--- config.mk ---
export PLATFORM = sky130hd
export DESIGN_NAME = ifl_core
export DESIGN_NICKNAME = d
export VERILOG_FILES = /design/src/pkg/ifl_pkg.sv /design/src/core/ifl_core.sv
export VERILOG_INCLUDE_DIRS = /design/src /design/src/pkg
export SDC_FILE = /design/constraint.sdc
export NUM_CORES = 1
export LEC_CHECK = 0
export BUFFER_PORTS_ARGS = -buffer_cell sky130_fd_sc_hd__buf_2
export CORE_ASPECT_RATIO = 1.4
export CORE_MARGIN = 1
export CORE_UTILIZATION = 35
export CTS_CLUSTER_DIAMETER = 80
export DETAILED_ROUTE_END_ITERATION = 8
export PLACE_DENSITY = 0.56
export SETUP_SLACK_MARGIN = 0.4
export SLEW_MARGIN = 20
export SYNTH_ARGS = -nofsm -noshare
export SYNTH_HDL_FRONTEND = slang
export SYNTH_SLANG_ARGS = --single-unit
--- constraint.sdc ---
create_clock -name clk_sys -period 5.65 [get_ports clk_sys]
set_input_delay 0.565 -clock clk_sys [delete_from_list [all_inputs] [get_ports clk_sys]]
set_output_delay 0.565 -clock clk_sys [all_outputs]
set_load 0.005 [all_outputs]
--- src/pkg/ifl_map.svh ---
// Register offsets, field positions, reset values and timing counts of the interrupt flag block.
// Included by bare name; defines only.
`ifndef IFL_MAP_SVH
`define IFL_MAP_SVH

// Register port offsets
`define IFL_OFS_EDGE 3'h0
`define IFL_OFS_CTL0 3'h1
`define IFL_OFS_CTL1 3'h2
`define IFL_OFS_CTL2 3'h3
`define IFL_OFS_CTL3 3'h4
`define IFL_OFS_MFI 3'h5
`define IFL_OFS_LVD 3'h6

// Reset values
`define IFL_RST_BYTE 8'h00
`define IFL_RST_SRC 15'h0000
`define IFL_RST_MFI 4'h0

// Request index, also the vector number; a lower index has the higher priority
`define IFL_SRC_PIN 0
`define IFL_SRC_TOUCH 1
`define IFL_SRC_PROT 2
`define IFL_SRC_MULTI 10
`define IFL_SRC_LV 14
`define IFL_NSRC 15

// Multi-function sub-request masks per variant (large, middle, small)
`define IFL_MFI_MASK_L 4'hF
`define IFL_MFI_MASK_M 4'h3
`define IFL_MFI_MASK_S 4'h0

// Detector control fields
`define IFL_LVD_STATUS 5
`define IFL_LVD_EN 4
`define IFL_LVD_REF 3
`define IFL_LVD_THR_MAX 3'h4

// Timing: detector request delay, rounded up to whole cycles
`define IFL_CLK_MHZ 100
`define IFL_LVD_DELAY_NS 15000
`define IFL_LVD_DELAY_CYC (((`IFL_LVD_DELAY_NS * `IFL_CLK_MHZ) + 999) / 1000)
`define IFL_LVD_CNT_W 11

`endif

--- src/pkg/ifl_pkg.sv ---
// Types shared by the interrupt flag block.
// Constants live in ifl_map.svh.
package ifl_pkg;
	// Edge selection for the external pin
	typedef enum logic [1:0] {
		IFL_EDGE_OFF = 2'h0,
		IFL_EDGE_RISE = 2'h1,
		IFL_EDGE_FALL = 2'h2,
		IFL_EDGE_BOTH = 2'h3
	} ifl_edge_t;
	// Vector number handed to the core
	typedef logic [3:0] ifl_vec_t;
	// One bit per primary request
	typedef logic [14:0] ifl_src_t;
endpackage

--- src/core/ifl_core.sv ---
// Interrupt request flags, enables, vector selection and low voltage detector control.
// Assumes the core accesses registers synchronously on clk_sys and that all event inputs
// are one-cycle pulses synchronous to clk_sys; the supply comparator level is already synchronous.
`timescale 1ns/1ps
`include "ifl_map.svh"

module ifl_core #(
	parameter int VARIANT = 2
) (
	// Clock and reset
	input wire logic clk_sys,
	input wire logic rst,
	// Register port from the core
	input wire logic [2:0] reg_addr,
	input wire logic reg_wr,
	input wire logic reg_rd,
	input wire logic [7:0] reg_wdata,
	output logic [7:0] reg_rdata,
	// Vector port to the core
	output logic irq_req,
	output ifl_pkg::ifl_vec_t irq_vector,
	input wire logic irq_ack,
	// External pin and request sources
	input wire logic pin_level,
	input wire logic touch_event,
	input wire logic protection_event,
	input wire logic timer0_cmp_a_event,
	input wire logic timer0_cmp_p_event,
	input wire logic compact0_cmp_a_event,
	input wire logic compact0_cmp_p_event,
	input wire logic uart_event,
	input wire logic eeprom_event,
	input wire logic serial_module_event,
	input wire logic time_base0_event,
	input wire logic time_base1_event,
	input wire logic converter_event,
	input wire logic timer1_cmp_a_event,
	input wire logic timer1_cmp_p_event,
	input wire logic compact1_cmp_a_event,
	input wire logic compact1_cmp_p_event,
	// Analog detector side
	input wire logic supply_below_thresh,
	output logic detector_on,
	output logic reference_on,
	output logic [2:0] threshold_level,
	// Power management
	input wire logic sleep_mode,
	output logic wake_req
);
	// Variant shaping of the multi-function bits
	localparam logic [3:0] MF_MASK = (VARIANT == 2) ? `IFL_MFI_MASK_L :
		(VARIANT == 1) ? `IFL_MFI_MASK_M : `IFL_MFI_MASK_S;
	localparam logic MF_IMPL = (VARIANT != 0);
	localparam ifl_pkg::ifl_src_t SRC_IMPL = {4'hF, MF_IMPL, 10'h3FF};
	localparam logic [`IFL_LVD_CNT_W-1:0] LVD_CYC = `IFL_LVD_CNT_W'(`IFL_LVD_DELAY_CYC);

	// State
	ifl_pkg::ifl_edge_t edge_q;
	logic emi_q, emi_d;
	ifl_pkg::ifl_src_t en_q, en_d, flag_q, flag_d;
	logic [3:0] mfi_en_q, mfi_en_d, mfi_flag_q, mfi_flag_d;
	logic lvd_en_q, ref_en_q;
	logic [2:0] thr_q;
	logic pin_prev_q;
	logic [`IFL_LVD_CNT_W-1:0] lv_cnt_q;
	logic irq_req_q;
	ifl_pkg::ifl_vec_t irq_vec_q, irq_vec_d;
	logic [7:0] rdata_q;
	logic wake_q;

	// Register write strobes
	wire wr_edge = reg_wr & (reg_addr == `IFL_OFS_EDGE);
	wire wr_c0 = reg_wr & (reg_addr == `IFL_OFS_CTL0);
	wire wr_c1 = reg_wr & (reg_addr == `IFL_OFS_CTL1);
	wire wr_c2 = reg_wr & (reg_addr == `IFL_OFS_CTL2);
	wire wr_c3 = reg_wr & (reg_addr == `IFL_OFS_CTL3);
	wire wr_mfi = reg_wr & (reg_addr == `IFL_OFS_MFI);
	wire wr_lvd = reg_wr & (reg_addr == `IFL_OFS_LVD);
	wire [7:0] w = reg_wdata;

	// bit placement
	// Software write mask and values, request index 14 down to 0
	wire ifl_pkg::ifl_src_t sw_mask = {{4{wr_c3}}, {4{wr_c2}}, {4{wr_c1}}, {3{wr_c0}}};
	wire ifl_pkg::ifl_src_t sw_fval = {w[4], w[5], w[7], w[6], w[4], w[5], w[6], w[7],
		w[4], w[5], w[6], w[7], w[6], w[5], w[4]};
	wire ifl_pkg::ifl_src_t sw_eval = {w[0], w[1], w[3], w[2], w[0], w[1], w[2], w[3],
		w[0], w[1], w[2], w[3], w[3], w[2], w[1]};

	wire pin_rise = pin_level & ~pin_prev_q;
	wire pin_fall = ~pin_level & pin_prev_q;
	wire pin_event = (edge_q == ifl_pkg::IFL_EDGE_RISE) ? pin_rise :
		(edge_q == ifl_pkg::IFL_EDGE_FALL) ? pin_fall :
		(edge_q == ifl_pkg::IFL_EDGE_BOTH) ? (pin_rise | pin_fall) : 1'b0;

	// multi-function sub-requests feed the shared request
	wire [3:0] mfi_set = {compact1_cmp_a_event, compact1_cmp_p_event, timer1_cmp_a_event,
		timer1_cmp_p_event} & MF_MASK;
	wire mf_event = |(mfi_set & mfi_en_q);

	// raw, unfiltered comparator gated by the enable
	wire supply_low_status = lvd_en_q & supply_below_thresh;
	// request only after the delay count of continuous low status
	wire lv_event = supply_low_status & (lv_cnt_q == LVD_CYC - 1'b1);

	// events set flags whatever the request enables say; the multi flag needs an enabled sub-request
	wire ifl_pkg::ifl_src_t set_ev = {lv_event, converter_event, time_base1_event, time_base0_event,
		mf_event, serial_module_event, eeprom_event, uart_event,
		compact0_cmp_p_event, compact0_cmp_a_event, timer0_cmp_p_event, timer0_cmp_a_event,
		protection_event, touch_event, pin_event};

	// Serviced request flag is dropped on acknowledge
	wire ifl_pkg::ifl_src_t ack_clr = irq_ack ? (`IFL_NSRC'(1) << irq_vec_q) : `IFL_RST_SRC;

	// Next flag and enable values; a set in the same cycle as a clear wins
	assign flag_d = (((flag_q & ~sw_mask & ~ack_clr) | (sw_fval & sw_mask)) | set_ev) & SRC_IMPL;
	assign en_d = ((en_q & ~sw_mask) | (sw_eval & sw_mask)) & SRC_IMPL;
	assign mfi_flag_d = (((mfi_flag_q & ~{4{wr_mfi}}) | (w[7:4] & {4{wr_mfi}})) | mfi_set) & MF_MASK;
	assign mfi_en_d = (wr_mfi ? w[3:0] : mfi_en_q) & MF_MASK;

	// acknowledge beats a software write of the global enable
	assign emi_d = irq_ack ? 1'b0 : (wr_c0 ? w[0] : emi_q);

	// lowest index among pending enabled requests
	function automatic ifl_pkg::ifl_vec_t ifl_pick(input ifl_pkg::ifl_src_t pend);
		ifl_pkg::ifl_vec_t v;
		v = 4'h0;
		for (int i = `IFL_NSRC - 1; i >= 0; i--) begin
			if (pend[i]) begin
				v = 4'(i);
			end
		end
		return v;
	endfunction

	wire ifl_pkg::ifl_src_t pend_d = flag_d & en_d;
	assign irq_vec_d = ifl_pick(pend_d);

	// Readback assembly; unmapped offsets read zero
	wire [7:0] rd_edge = {6'h00, edge_q};
	wire [7:0] rd_c0 = {1'b0, flag_q[2:0], en_q[2:0], emi_q};
	wire [7:0] rd_c1 = {flag_q[3], flag_q[4], flag_q[5], flag_q[6], en_q[3], en_q[4], en_q[5], en_q[6]};
	wire [7:0] rd_c2 = {flag_q[7], flag_q[8], flag_q[9], flag_q[10], en_q[7], en_q[8], en_q[9], en_q[10]};
	wire [7:0] rd_c3 = {flag_q[12], flag_q[11], flag_q[13], flag_q[14],
		en_q[12], en_q[11], en_q[13], en_q[14]};
	wire [7:0] rd_mfi = {mfi_flag_q, mfi_en_q};
	wire [7:0] rd_lvd = {2'h0, supply_low_status, lvd_en_q, ref_en_q, thr_q};
	wire [7:0] rd_byte = (reg_addr == `IFL_OFS_EDGE) ? rd_edge :
		(reg_addr == `IFL_OFS_CTL0) ? rd_c0 :
		(reg_addr == `IFL_OFS_CTL1) ? rd_c1 :
		(reg_addr == `IFL_OFS_CTL2) ? rd_c2 :
		(reg_addr == `IFL_OFS_CTL3) ? rd_c3 :
		(reg_addr == `IFL_OFS_MFI) ? rd_mfi :
		(reg_addr == `IFL_OFS_LVD) ? rd_lvd : `IFL_RST_BYTE;

	// out-of-range codes are held at the top level, so only five levels exist
	wire [2:0] thr_wr = (w[2:0] > `IFL_LVD_THR_MAX) ? `IFL_LVD_THR_MAX : w[2:0];

	// Flags, enables and vector state
	always_ff @(posedge clk_sys or posedge rst) begin
		if (rst) begin
			flag_q <= `IFL_RST_SRC;
			en_q <= `IFL_RST_SRC;
			mfi_flag_q <= `IFL_RST_MFI;
			mfi_en_q <= `IFL_RST_MFI;
			emi_q <= 1'b0;
			irq_req_q <= 1'b0;
			irq_vec_q <= 4'h0;
		end else begin
			flag_q <= flag_d;
			en_q <= en_d;
			mfi_flag_q <= mfi_flag_d;
			mfi_en_q <= mfi_en_d;
			emi_q <= emi_d;
			irq_req_q <= emi_d & (|pend_d);
			irq_vec_q <= irq_vec_d;
		end
	end

	// Edge field, pin history and read data
	always_ff @(posedge clk_sys or posedge rst) begin
		if (rst) begin
			edge_q <= ifl_pkg::IFL_EDGE_OFF;
			pin_prev_q <= 1'b0;
			rdata_q <= `IFL_RST_BYTE;
		end else begin
			if (wr_edge) begin
				edge_q <= ifl_pkg::ifl_edge_t'(w[1:0]);
			end
			pin_prev_q <= pin_level;
			if (reg_rd) begin
				rdata_q <= rd_byte;
			end
		end
	end

	always_ff @(posedge clk_sys or posedge rst) begin
		if (rst) begin
			lvd_en_q <= 1'b0;
			ref_en_q <= 1'b0;
			thr_q <= 3'h0;
		end else if (wr_lvd) begin
			lvd_en_q <= w[`IFL_LVD_EN];
			ref_en_q <= w[`IFL_LVD_REF];
			thr_q <= thr_wr;
		end
	end

	// delay counter; restarts whenever status falls, saturates after one request
	always_ff @(posedge clk_sys or posedge rst) begin
		if (rst) begin
			lv_cnt_q <= '0;
		end else if (!supply_low_status) begin
			lv_cnt_q <= '0;
		end else if (lv_cnt_q != LVD_CYC) begin
			lv_cnt_q <= lv_cnt_q + 1'b1;
		end
	end

	// wake only on a fresh low voltage flag, so a preset flag suppresses it
	always_ff @(posedge clk_sys or posedge rst) begin
		if (rst) begin
			wake_q <= 1'b0;
		end else begin
			wake_q <= sleep_mode & lv_event & ~flag_q[`IFL_SRC_LV];
		end
	end

	// Outputs; detector keeps running in sleep, nothing here looks at sleep_mode
	assign reg_rdata = rdata_q;
	assign irq_req = irq_req_q;
	assign irq_vector = irq_vec_q;
	assign detector_on = lvd_en_q;
	// reference forced on while the detector runs
	assign reference_on = ref_en_q | lvd_en_q;
	assign threshold_level = thr_q;
	assign wake_req = wake_q;

	// Helpers for the checks
	wire ifl_pkg::ifl_src_t pend_q = flag_q & en_q;
	wire ifl_pkg::ifl_src_t below_vec = (`IFL_NSRC'(1) << irq_vector) - `IFL_NSRC'(1);

	AST_EDGE_RISE: assert property (@(posedge clk_sys) disable iff (rst)
		(edge_q == ifl_pkg::IFL_EDGE_RISE && pin_rise) |=> flag_q[`IFL_SRC_PIN])
		else $error("rising pin edge did not set pin flag");
	AST_EDGE_OFF: assert property (@(posedge clk_sys) disable iff (rst)
		(edge_q == ifl_pkg::IFL_EDGE_OFF && !flag_q[`IFL_SRC_PIN] && !wr_c0) |=> !flag_q[`IFL_SRC_PIN])
		else $error("pin flag set while edge detection off");
	AST_CTL0_READ: assert property (@(posedge clk_sys) disable iff (rst)
		(reg_rd && reg_addr == `IFL_OFS_CTL0) |=>
		(reg_rdata[7] == 1'b0 && reg_rdata[0] == $past(emi_q) && reg_rdata[6] == $past(flag_q[`IFL_SRC_PROT])))
		else $error("control 0 readback wrong");
	AST_MF_ABSENT: assert property (@(posedge clk_sys) disable iff (rst)
		(VARIANT != 0) || (!flag_q[`IFL_SRC_MULTI] && !en_q[`IFL_SRC_MULTI]))
		else $error("multi bits present on small variant");
	AST_MFI_MASK: assert property (@(posedge clk_sys) disable iff (rst)
		((mfi_flag_q & ~MF_MASK) == 4'h0) && ((mfi_en_q & ~MF_MASK) == 4'h0))
		else $error("unimplemented multi bits set");
	AST_THR_RANGE: assert property (@(posedge clk_sys) disable iff (rst)
		threshold_level <= `IFL_LVD_THR_MAX)
		else $error("threshold level beyond five levels");
	AST_STATUS_READ: assert property (@(posedge clk_sys) disable iff (rst)
		(reg_rd && reg_addr == `IFL_OFS_LVD) |=>
		reg_rdata[`IFL_LVD_STATUS] == $past(lvd_en_q & supply_below_thresh))
		else $error("status bit does not follow supply");
	AST_REF_AUTO: assert property (@(posedge clk_sys) disable iff (rst)
		detector_on |-> reference_on)
		else $error("reference off while detector on");
	AST_LV_EARLY: assert property (@(posedge clk_sys) disable iff (rst)
		(lv_cnt_q < LVD_CYC - 1'b1 && !flag_q[`IFL_SRC_LV] && !wr_c3) |=> !flag_q[`IFL_SRC_LV])
		else $error("low voltage flag set before delay");
	AST_LV_WAKE: assert property (@(posedge clk_sys) disable iff (rst)
		(sleep_mode && lv_event && !flag_q[`IFL_SRC_LV]) |=> (wake_req && flag_q[`IFL_SRC_LV]) ##1 !wake_req)
		else $error("low supply in sleep did not wake once");
	AST_FLAG_NO_EN: assert property (@(posedge clk_sys) disable iff (rst)
		touch_event |=> flag_q[`IFL_SRC_TOUCH])
		else $error("touch event lost");
	AST_GLOBAL_OFF: assert property (@(posedge clk_sys) disable iff (rst)
		!emi_q |-> !irq_req)
		else $error("request with global enable clear");
	AST_ACK_CLEARS: assert property (@(posedge clk_sys) disable iff (rst)
		irq_ack |=> (!emi_q && !irq_req))
		else $error("acknowledge left global enable set");
	AST_PRIO: assert property (@(posedge clk_sys) disable iff (rst)
		irq_req |-> (pend_q[irq_vector] && ((pend_q & below_vec) == `IFL_RST_SRC)))
		else $error("vector not highest priority pending");

	// Enable placement per register; enables have no hardware set, so a write is their only source
	AST_EN_CTL0: assert property (@(posedge clk_sys) disable iff (rst)
		wr_c0 |=> (en_q[`IFL_SRC_PIN] == $past(w[1]) && en_q[`IFL_SRC_PROT] == $past(w[3])))
		else $error("control 0 enable placement wrong");
	AST_EN_CTL1: assert property (@(posedge clk_sys) disable iff (rst)
		wr_c1 |=> (en_q[3] == $past(w[3]) && en_q[6] == $past(w[0])))
		else $error("control 1 enable placement wrong");
	AST_EN_CTL2: assert property (@(posedge clk_sys) disable iff (rst)
		wr_c2 |=> (en_q[7] == $past(w[3]) && en_q[`IFL_SRC_MULTI] == ($past(w[0]) && MF_IMPL)))
		else $error("control 2 enable placement wrong");
	AST_EN_CTL3: assert property (@(posedge clk_sys) disable iff (rst)
		wr_c3 |=> (en_q[`IFL_SRC_LV] == $past(w[0]) && en_q[12] == $past(w[3])))
		else $error("control 3 enable placement wrong");
	AST_MFI_EN: assert property (@(posedge clk_sys) disable iff (rst)
		wr_mfi |=> (mfi_en_q == ($past(w[3:0]) & MF_MASK)))
		else $error("multi enable placement wrong");

	// Remaining edge codes, detector enable, wake source and acknowledge clear
	AST_EDGE_FALL: assert property (@(posedge clk_sys) disable iff (rst)
		(edge_q == ifl_pkg::IFL_EDGE_FALL && pin_fall) |=> flag_q[`IFL_SRC_PIN])
		else $error("falling pin edge did not set pin flag");
	AST_EDGE_BOTH: assert property (@(posedge clk_sys) disable iff (rst)
		(edge_q == ifl_pkg::IFL_EDGE_BOTH && (pin_rise || pin_fall)) |=> flag_q[`IFL_SRC_PIN])
		else $error("pin edge missed in both-edge mode");
	AST_DET_EN: assert property (@(posedge clk_sys) disable iff (rst)
		wr_lvd |=> (detector_on == $past(w[`IFL_LVD_EN])))
		else $error("detector power does not follow its enable");
	AST_WAKE_SRC: assert property (@(posedge clk_sys) disable iff (rst)
		wake_req |-> flag_q[`IFL_SRC_LV])
		else $error("wake without low voltage flag");
	AST_ACK_DROP: assert property (@(posedge clk_sys) disable iff (rst)
		(irq_ack && irq_vector == `IFL_SRC_TOUCH && !touch_event && !wr_c0) |=> !flag_q[`IFL_SRC_TOUCH])
		else $error("acknowledged touch flag not cleared");
endmodule

==> impl_metrics.toml, run 1 <==
[run_status]
status = "completed"

[finish]
nets = 462
area_delta_synth_final_pct = 17.5
fin_cells = 569
final_cell_mix = "72 x dfrtp_1, 53 x buf_2, 38 x nand2_1"
final_common_cell = "dfrtp_1"
diodes = 0
n_fill_cell = 1090
drive_gt1_share_pct = 25.5

[routing]
drc = 0
routed_wl_um = 11500
vias = 3189
drt-initial-drc-count = 199
drt-vias-per-instance = 5.60
ant_nets = 0
dr.pass1.iters = 4
wire_per_inst_um = 20.2

[setup_path]
critical_path.max_fanout = 30
crit_type = "primary input to flip-flop"
crit_arrival_ps = 2950
crit_path_start_kind = "primary input"
slowest_stage = "buf_2"
crit_path_end_kind = "flip-flop"
critical_path.max_stage_delay_ps = 500
ff2ff_path_depth = 6
cp.required_ps = 5880
path_cells = "buf_2, nand4bb_1, mux2_4, a21boi_4, nor4_4, or4b_1, o21a_1"

[placement]
dpl_worst_slack_ps = 2600
dpl.hpwl_um = 8570
gp_congestion = 0.875
io_buffer_count = 53
dp.cells = 553

[synthesis]
synth_area_um2 = 3880
synth_edf_count = 0
yosysUniqueCellTypes = 64
synthCells = 373
synth_async_sr_flop_share_pct = 100
yosys.area.top_type_share_pct = 46.4
synth_seq_cells = 72
syn_nets = 412
synth_area_leaders = "dfrtp_1 46%, mux2_2 8.1%, nand2_1 3.7%"
yosysSeqAreaShare_pct = 46.4
ys.flop_type = "dfrtp_1"
yosysWarnings = 0
syn_area_per_cell_um2 = 10.4
synth.largest_area_cell = "dfrtp_1"

[global_route]
grt_max_degree = 73
grt_pass1_vias = 3284
grt.overflow.total = 0
track_usage_pct = 21.2
grt_antenna_before_repair = 0
grt_first_pass_wirelength_um = 18300

[min_path]
holdPathStages = 1
hold_path.class = "primary input to flip-flop"

[floorplanning]
die_w_um = 91
die_y_um = 127
initial_core_util_pct = 35.9
dieArea_um2 = 11500
core_um2 = 10800
rows = 45
num_io_pins = 54

[sta]
skew_ps = 8.67
slew_viol_final = 0
finalCritPeriodShare_pct = 48.1
fin_ws_ps = 2930
grt_setup_unrepaired = "no"
period_needed_ps = 2720
fmax_mhz = 368
tns_ps = 0
setup-violations-final = 0
slew-limit-headroom_pct = 37.3
worst_pin_slew_ps = 940
hold_viol_final = 0

[clock_network]
clock-sinks = 72
cts_inserted_buffers = 9
ctsHoldBuffers = 0
htree_levels = 3
path_clk_slew_ps = 60
cts_root_buffer = "clkbuf_16"
cts_resized = 0
tritoncts = "built"
clock_latency_ps = 340
cts_setup_buffers = 0
clock_path_buffers = 2

[power_and_ir_drop]
p_per_area_nw_per_um2 = 350
fin_total_pwr_w = 0.00160
peakVddDrop_uv = 153
p_leak_nw = 1.95

[job]
drv_cap = 0
-- state kept, by name, summed over array words and instances, names as in the netlist --
name / count
ref_en_q: 1
detector_on: 1
threshold_level: 3
pin_prev_q: 1
edge_q: 2
wake_req: 1
en_q: 15
mfi_flag_q: 4
lv_cnt_q: 11
irq_req: 1
reg_rdata: 8
flag_q: 15
irq_vector: 4
mfi_en_q: 4
emi_q: 1
-- synth_stat cells (4+ instances only) --
cell      count
nand2_1      38
ha_1          4
xnor2_1       4
nor3_1        6
inv_1        14
nand4_1       5
mux2i_1      14
a21boi_1      4
a211o_1       5
o211ai_1     11
o21ai_0       6
nand2b_1      7
mux2_2       28
clkbuf_1     10
nand3_1       4
a21boi_0      5
nor2b_1       7
nor2_1       28
a31oi_1       4
dfrtp_1      72
a21oi_1      27
nand4b_1      4
-- layer usage --
metal,GRT usage (%),wire length (µm),vias up
li1,-,-,1481
met1,24.9,4510,1560
met2,36.4,5920,119
met3,3.72,561,29
met4,12.2,510,0
met5,0,0,-
-- logic make-up (layout without fill, tap and decap cells) --
| kind of cell | after synthesis | count (layout) | share of synthesized area [%] |
|---|---|---|---|
| buffers and inverters | 30 | 85 | 3.32 |
| adders and majority gates | 4 | 4 | 1.29 |
| DFF | 72 | 72 | 46.4 |
| and+or+nand+nor | 122 | 122 | 17.4 |
| muxes | 45 | 45 | 12.8 |
| xor gates and xnor gates | 7 | 7 | 1.58 |
| AOI/OAI and AO/OA | 93 | 93 | 17.2 |
-- worst max-delay path, delay by kind of cell --
family	cells	cell delay (ps)
AO/OA/AOI/OAI	2	330
buffers and inverters	1	500
multiplexers	1	350
AND/OR/NAND/NOR	3	1190
-- path summary, 6_finish.rpt --
| path | to | startpoint | slack (ps) |
|---|---|---|---|
| max | irq_req | reg_addr[0] | 2930 |
| min | pin_prev_q | pin_level | 370 |
| max reg2reg | irq_vector[1] | irq_vector[0] | 3160 |
| min reg2reg | reg_rdata[6] | reg_rdata[6] | 480 |
| max in group asynchronous | reg_rdata[0] | rst | 4520 |
| min in group asynchronous | lv_cnt_q[4] | rst | 510 |
-- power breakdown --
group          switching, W  total, W  internal (W)  leakage [nW]
Clock              0.000210  0.000575      0.000365         0.150
Combinational      0.000199  0.000358      0.000159         0.953
Sequential        0.0000723  0.000665      0.000593         0.850
Total              0.000481   0.00160       0.00112          1.95
-- cell type report --
type,count,area (µm²),share of cell area (%)
flip-flops and latches,72,1800,39.5
clock buffers,13,260,5.70
well taps,141,176,3.87
repair buffers,55,280,6.14
multi-input cells,271,1950,42.8
clock inverters,3,40.0,0.878
inverters,14,52.6,1.15
-- metrics by stage --
| stage | hold WS, ps | instance area (µm²) | utilization [%] |
|---|---|---|---|
| 2_1_floorplan | 459 | 3880 | - |
| 3_3_place_gp | 463 | 4260 | 39.4 |
| 3_5_place_dp | 473 | 4260 | 39.4 |
| 4_1_cts | 369 | 4560 | 42.2 |
| 5_1_grt | 377 | 4560 | 42.2 |
| 6_report | 371 | 4560 | 42.2 |
Note: power is estimated with default switching activity, not from simulation.
==> run 2, diff against run 1 <==
- clock period: 5.65 -> 2.65 ns (I/O delays scaled with it)
==> impl_metrics.toml, run 2 (synthesis gave the netlist of run 1 again) <==
[sta]
worst_pin_slew_ps = 573
slew_viol_final = 0
fin_ws_ps = 222
skew_ps = 7.20
finalCritPeriodShare_pct = 91.6
hold_viol_final = 0
slew-limit-headroom_pct = 61.6
grt_setup_unrepaired = "yes"
period_needed_ps = 2430
fmax_mhz = 412
setup-violations-final = 0
tns_ps = 0

[floorplanning]
dieArea_um2 = 11500
rows = 45
die_w_um = 91
core_um2 = 10800
num_io_pins = 54
die_y_um = 127
initial_core_util_pct = 35.9

[clock_network]
cts_root_buffer = "clkbuf_16"
clock_latency_ps = 330
tritoncts = "built"
clock_path_buffers = 2
path_clk_slew_ps = 60
clock-sinks = 72
ctsHoldBuffers = 0
cts_inserted_buffers = 9
htree_levels = 3

[setup_path]
r2r_slack_ps = 220
critical_path.max_fanout = 5
worstReg2RegStart = "irq_vector[1]"
crit_start = "irq_vector[1]"
crit_path_start_kind = "flip-flop"
crit_path_end_kind = "flip-flop"
cp.required_ps = 2860
crit_arrival_ps = 2640
crit_type = "flip-flop to flip-flop"

[global_route]
grt_max_degree = 73
grt.overflow.total = 0
grt_pass1_vias = 3592
grt_antenna_before_repair = 0
grt_first_pass_wirelength_um = 18800
track_usage_pct = 21.7

[finish]
final_cell_mix = "72 x dfrtp_1, 53 x buf_2, 38 x nand2_1"
n_fill_cell = 1042
finish.utilization_pct = 45.0
drive_gt1_share_pct = 32.6
nets = 492
fin_cells = 598
diodes = 0
top_regs = "en_q x15, flag_q x15, lv_cnt_q x11"
area_delta_synth_final_pct = 25.4
final_common_cell = "dfrtp_1"

[routing]
ant_nets = 0
drc = 0
dr.pass1.iters = 4
drt-vias-per-instance = 5.56
wire_per_inst_um = 19.7
drt-initial-drc-count = 184
vias = 3325
routed_wl_um = 11800

[placement]
io_buffer_count = 53
dpl.hpwl_um = 8820
gp_congestion = 0.908
dpl_worst_slack_ps = 200
dp.cells = 563

[power_and_ir_drop]
p_per_area_nw_per_um2 = 732
peakVddDrop_uv = 350
fin_total_pwr_w = 0.00356
p_leak_nw = 2.11

[job]
drv_cap = 0

[min_path]
hold_path.class = "primary input to asynchronous set/reset pin"

[run_status]
status = "completed"
## run 2: changes by cell type in the layout (fill, tap and decap cells not counted), sizes merged
cell | before | now
buf | 55 | 85
bufinv | 1 | 2
clkbuf | 13 | 12
clkinv | 2 | 0
clkinvlp | 0 | 1
## run 2: worst max-delay path: stages (launching register included)
cell	delay (ps)
dfrtp_1	420
or3b_4	460
o211ai_1	320
buf_4	170
buf_4	90
buf_4	90
buf_4	90
buf_4	90
buf_4	90
buf_4	90
buf_4	100
buf_6	80
buf_6	80
buf_6	80
nand2_1	40
## run 2: layer usage
metal | GRT usage (%) | part of all wire (%) | vias to the layer above
met5 | 0 | 0 | -
met4 | 12.0 | 4.2 | 0
met3 | 4.50 | 3.5 | 33
met2 | 38.5 | 52 | 86
met1 | 24.1 | 40 | 1667
li1 | - | - | 1539
## run 2: cell type report
| class | instances | area [µm²] | area share, % |
|---|---|---|---|
| clock inverters | 3 | 67.6 | 1.39 |
| multi-input cells | 271 | 2000 | 41.1 |
| inverters | 14 | 52.6 | 1.08 |
| flip-flops and latches | 72 | 1800 | 37.0 |
| repair buffers | 85 | 529 | 10.9 |
| well taps | 141 | 176 | 3.63 |
| clock buffers | 12 | 236 | 4.86 |
## run 2: report_power, final
part	internal, W	leakage [nW]	total, W	switching [W]
sequential	0.00126	0.850	0.00140	0.000134
combinational	0.000426	1.12	0.000897	0.000471
clock	0.000820	0.143	0.00127	0.000449
## run 2: timing repair
action | CTS | global route
setup endpoints to repair | 3 | 6
buffers inserted | 17 | 3
pin swaps | 7 | 7
endpoints found under the hold margin | 0 | 0
resized for setup | 6 | 13
## run 2: through the flow
stage	area [µm²]	hold WS, ps
6_report	4870	3.38
5_1_grt	4870	43.1
4_1_cts	4800	28.3
3_5_place_dp	4350	385
3_3_place_gp	4350	382
2_1_floorplan	3880	296
## run 2: final timing paths
path	to	cells after the start
worst max register to register	flag_q[8]	14
max in group asynchronous	threshold_level[1]	3
worst min-delay path	lv_cnt_q[7]	3
worst min register to register	reg_rdata[6]	1
worst max-delay path	flag_q[8]	14
min in group clk_sys	pin_prev_q	1
==> run 3, diff against run 2 <==
- REMOVE_ABC_BUFFERS: not set -> 1
==> impl_metrics.toml, run 3 (synthesis gave the netlist of run 1 again) <==
[placement]
placed_cell_area_um2 = 4370
dpl.hpwl_um = 8880
dpl_worst_slack_ps = 187
io_buffer_count = 53
gp_congestion = 0.970

[sta]
setup-violations-final = 0
fmax_mhz = 442
fin_ws_ps = 390
slew_viol_final = 0
tns_ps = 0
holdWs_ps = 26.0
skew_ps = 5.32
worst_pin_slew_ps = 677
finalCritPeriodShare_pct = 85.3
slew-limit-headroom_pct = 54.8
hold_viol_final = 0
grt_setup_unrepaired = "yes"
period_needed_ps = 2260

[clock_network]
cts_root_buffer = "clkbuf_16"
clock_latency_ps = 330
clock_path_buffers = 2
htree_levels = 3
clock-sinks = 72
tritoncts = "built"
cts_inserted_buffers = 9
path_clk_slew_ps = 60

[global_route]
grt_max_degree = 31
grt_pass1_vias = 3167
grt.overflow.total = 0
track_usage_pct = 20.8
grt_antenna_before_repair = 0
grt_first_pass_wirelength_um = 18000

[floorplanning]
num_io_pins = 54
rows = 45
core_um2 = 10800
initial_core_util_pct = 35.9
die_w_um = 91
die_y_um = 127
dieArea_um2 = 11500

[routing]
routed_wl_um = 11600
wire_per_inst_um = 19.7
vias = 3227
drt-initial-drc-count = 229
dr.pass1.iters = 4
drc = 0
ant_nets = 0
drt-vias-per-instance = 5.50

[setup_path]
critical_path.max_fanout = 5
crit_path_start_kind = "flip-flop"
crit_arrival_ps = 2480
crit_path_end_kind = "flip-flop"
crit_type = "flip-flop to flip-flop"
cp.required_ps = 2870

[finish]
top_regs = "en_q x15, flag_q x15, lv_cnt_q x11"
drive_gt1_share_pct = 32.1
final_common_cell = "dfrtp_1"
diodes = 0
nets = 480
final_cell_mix = "70 x dfrtp_1, 53 x buf_2, 38 x nand2_1"
fin_area_um2 = 4780
finish.utilization_pct = 44.2
area_delta_synth_final_pct = 23.0
n_fill_cell = 1093

[min_path]
hold_path.class = "primary input to asynchronous set/reset pin"

[job]
drv_cap = 0

[power_and_ir_drop]
peakVddDrop_uv = 255
p_per_area_nw_per_um2 = 733
p_leak_nw = 2.05

[run_status]
status = "completed"
[run 3: final cells by class]
| type | count | area (µm²) | area share [%] |
|---|---|---|---|
| clock buffer | 11 | 243 | 5.08 |
| inverter | 14 | 52.6 | 1.10 |
| clock inverter | 5 | 56.3 | 1.18 |
| timing repair buffer | 73 | 428 | 8.96 |
| multi-input combinational | 271 | 2020 | 42.2 |
| tap | 141 | 176 | 3.69 |
| sequential | 72 | 1800 | 37.8 |
[run 3: per-stage QoR]
stage                     total power (W)  cells
after global routing              0.00366    587
final                             0.00350    587
after CTS                         0.00347    583
after floorplan                   0.00186    357
after detailed placement          0.00221    566
after global placement            0.00220    566
[run 3: timing repair]
item,CTS,global route
hold endpoints to repair,0,0
pin swaps,2,3
resized for setup,8,9
hold buffers,0,0
setup endpoints to repair,4,4
buffers inserted,1,4
[run 3: report_power, final]
| part | internal [W] | switching, W |
|---|---|---|
| Sequential | 0.00127 | 0.000153 |
| Combinational | 0.000395 | 0.000457 |
| Clock | 0.000753 | 0.000478 |
[run 3: layer usage]
metal	global-route usage, %	wire length, µm	part of all wire (%)	vias to the layer above
li1	-	-	-	1508
met1	24.9	4760	41	1605
met2	36.7	6090	53	91
met3	3.06	398	3.4	23
met4	9.80	350	3.0	0
met5	0	0	0	-
[run 3: worst paths after layout]
kind                                from      endpoint  slack, ps  depth (start not counted)
max in group asynchronous            rst  reg_rdata[0]       1950                          3
max reg2reg                irq_vector[0]       irq_req        390                          6
min                                  rst   lv_cnt_q[3]         30                          2
min reg2reg                 reg_rdata[6]  reg_rdata[6]        480                          1
max                        irq_vector[0]       irq_req        390                          6
min in group clk_sys           pin_level    pin_prev_q         70                          1
[run 3: critical path: stages (launching register included)]
cell      delay [ps]
dfrtp_1          420
nand3b_1         250
o211ai_1         300
a41oi_2          200
nor4_4           310
or4b_4           500
o21a_1           180
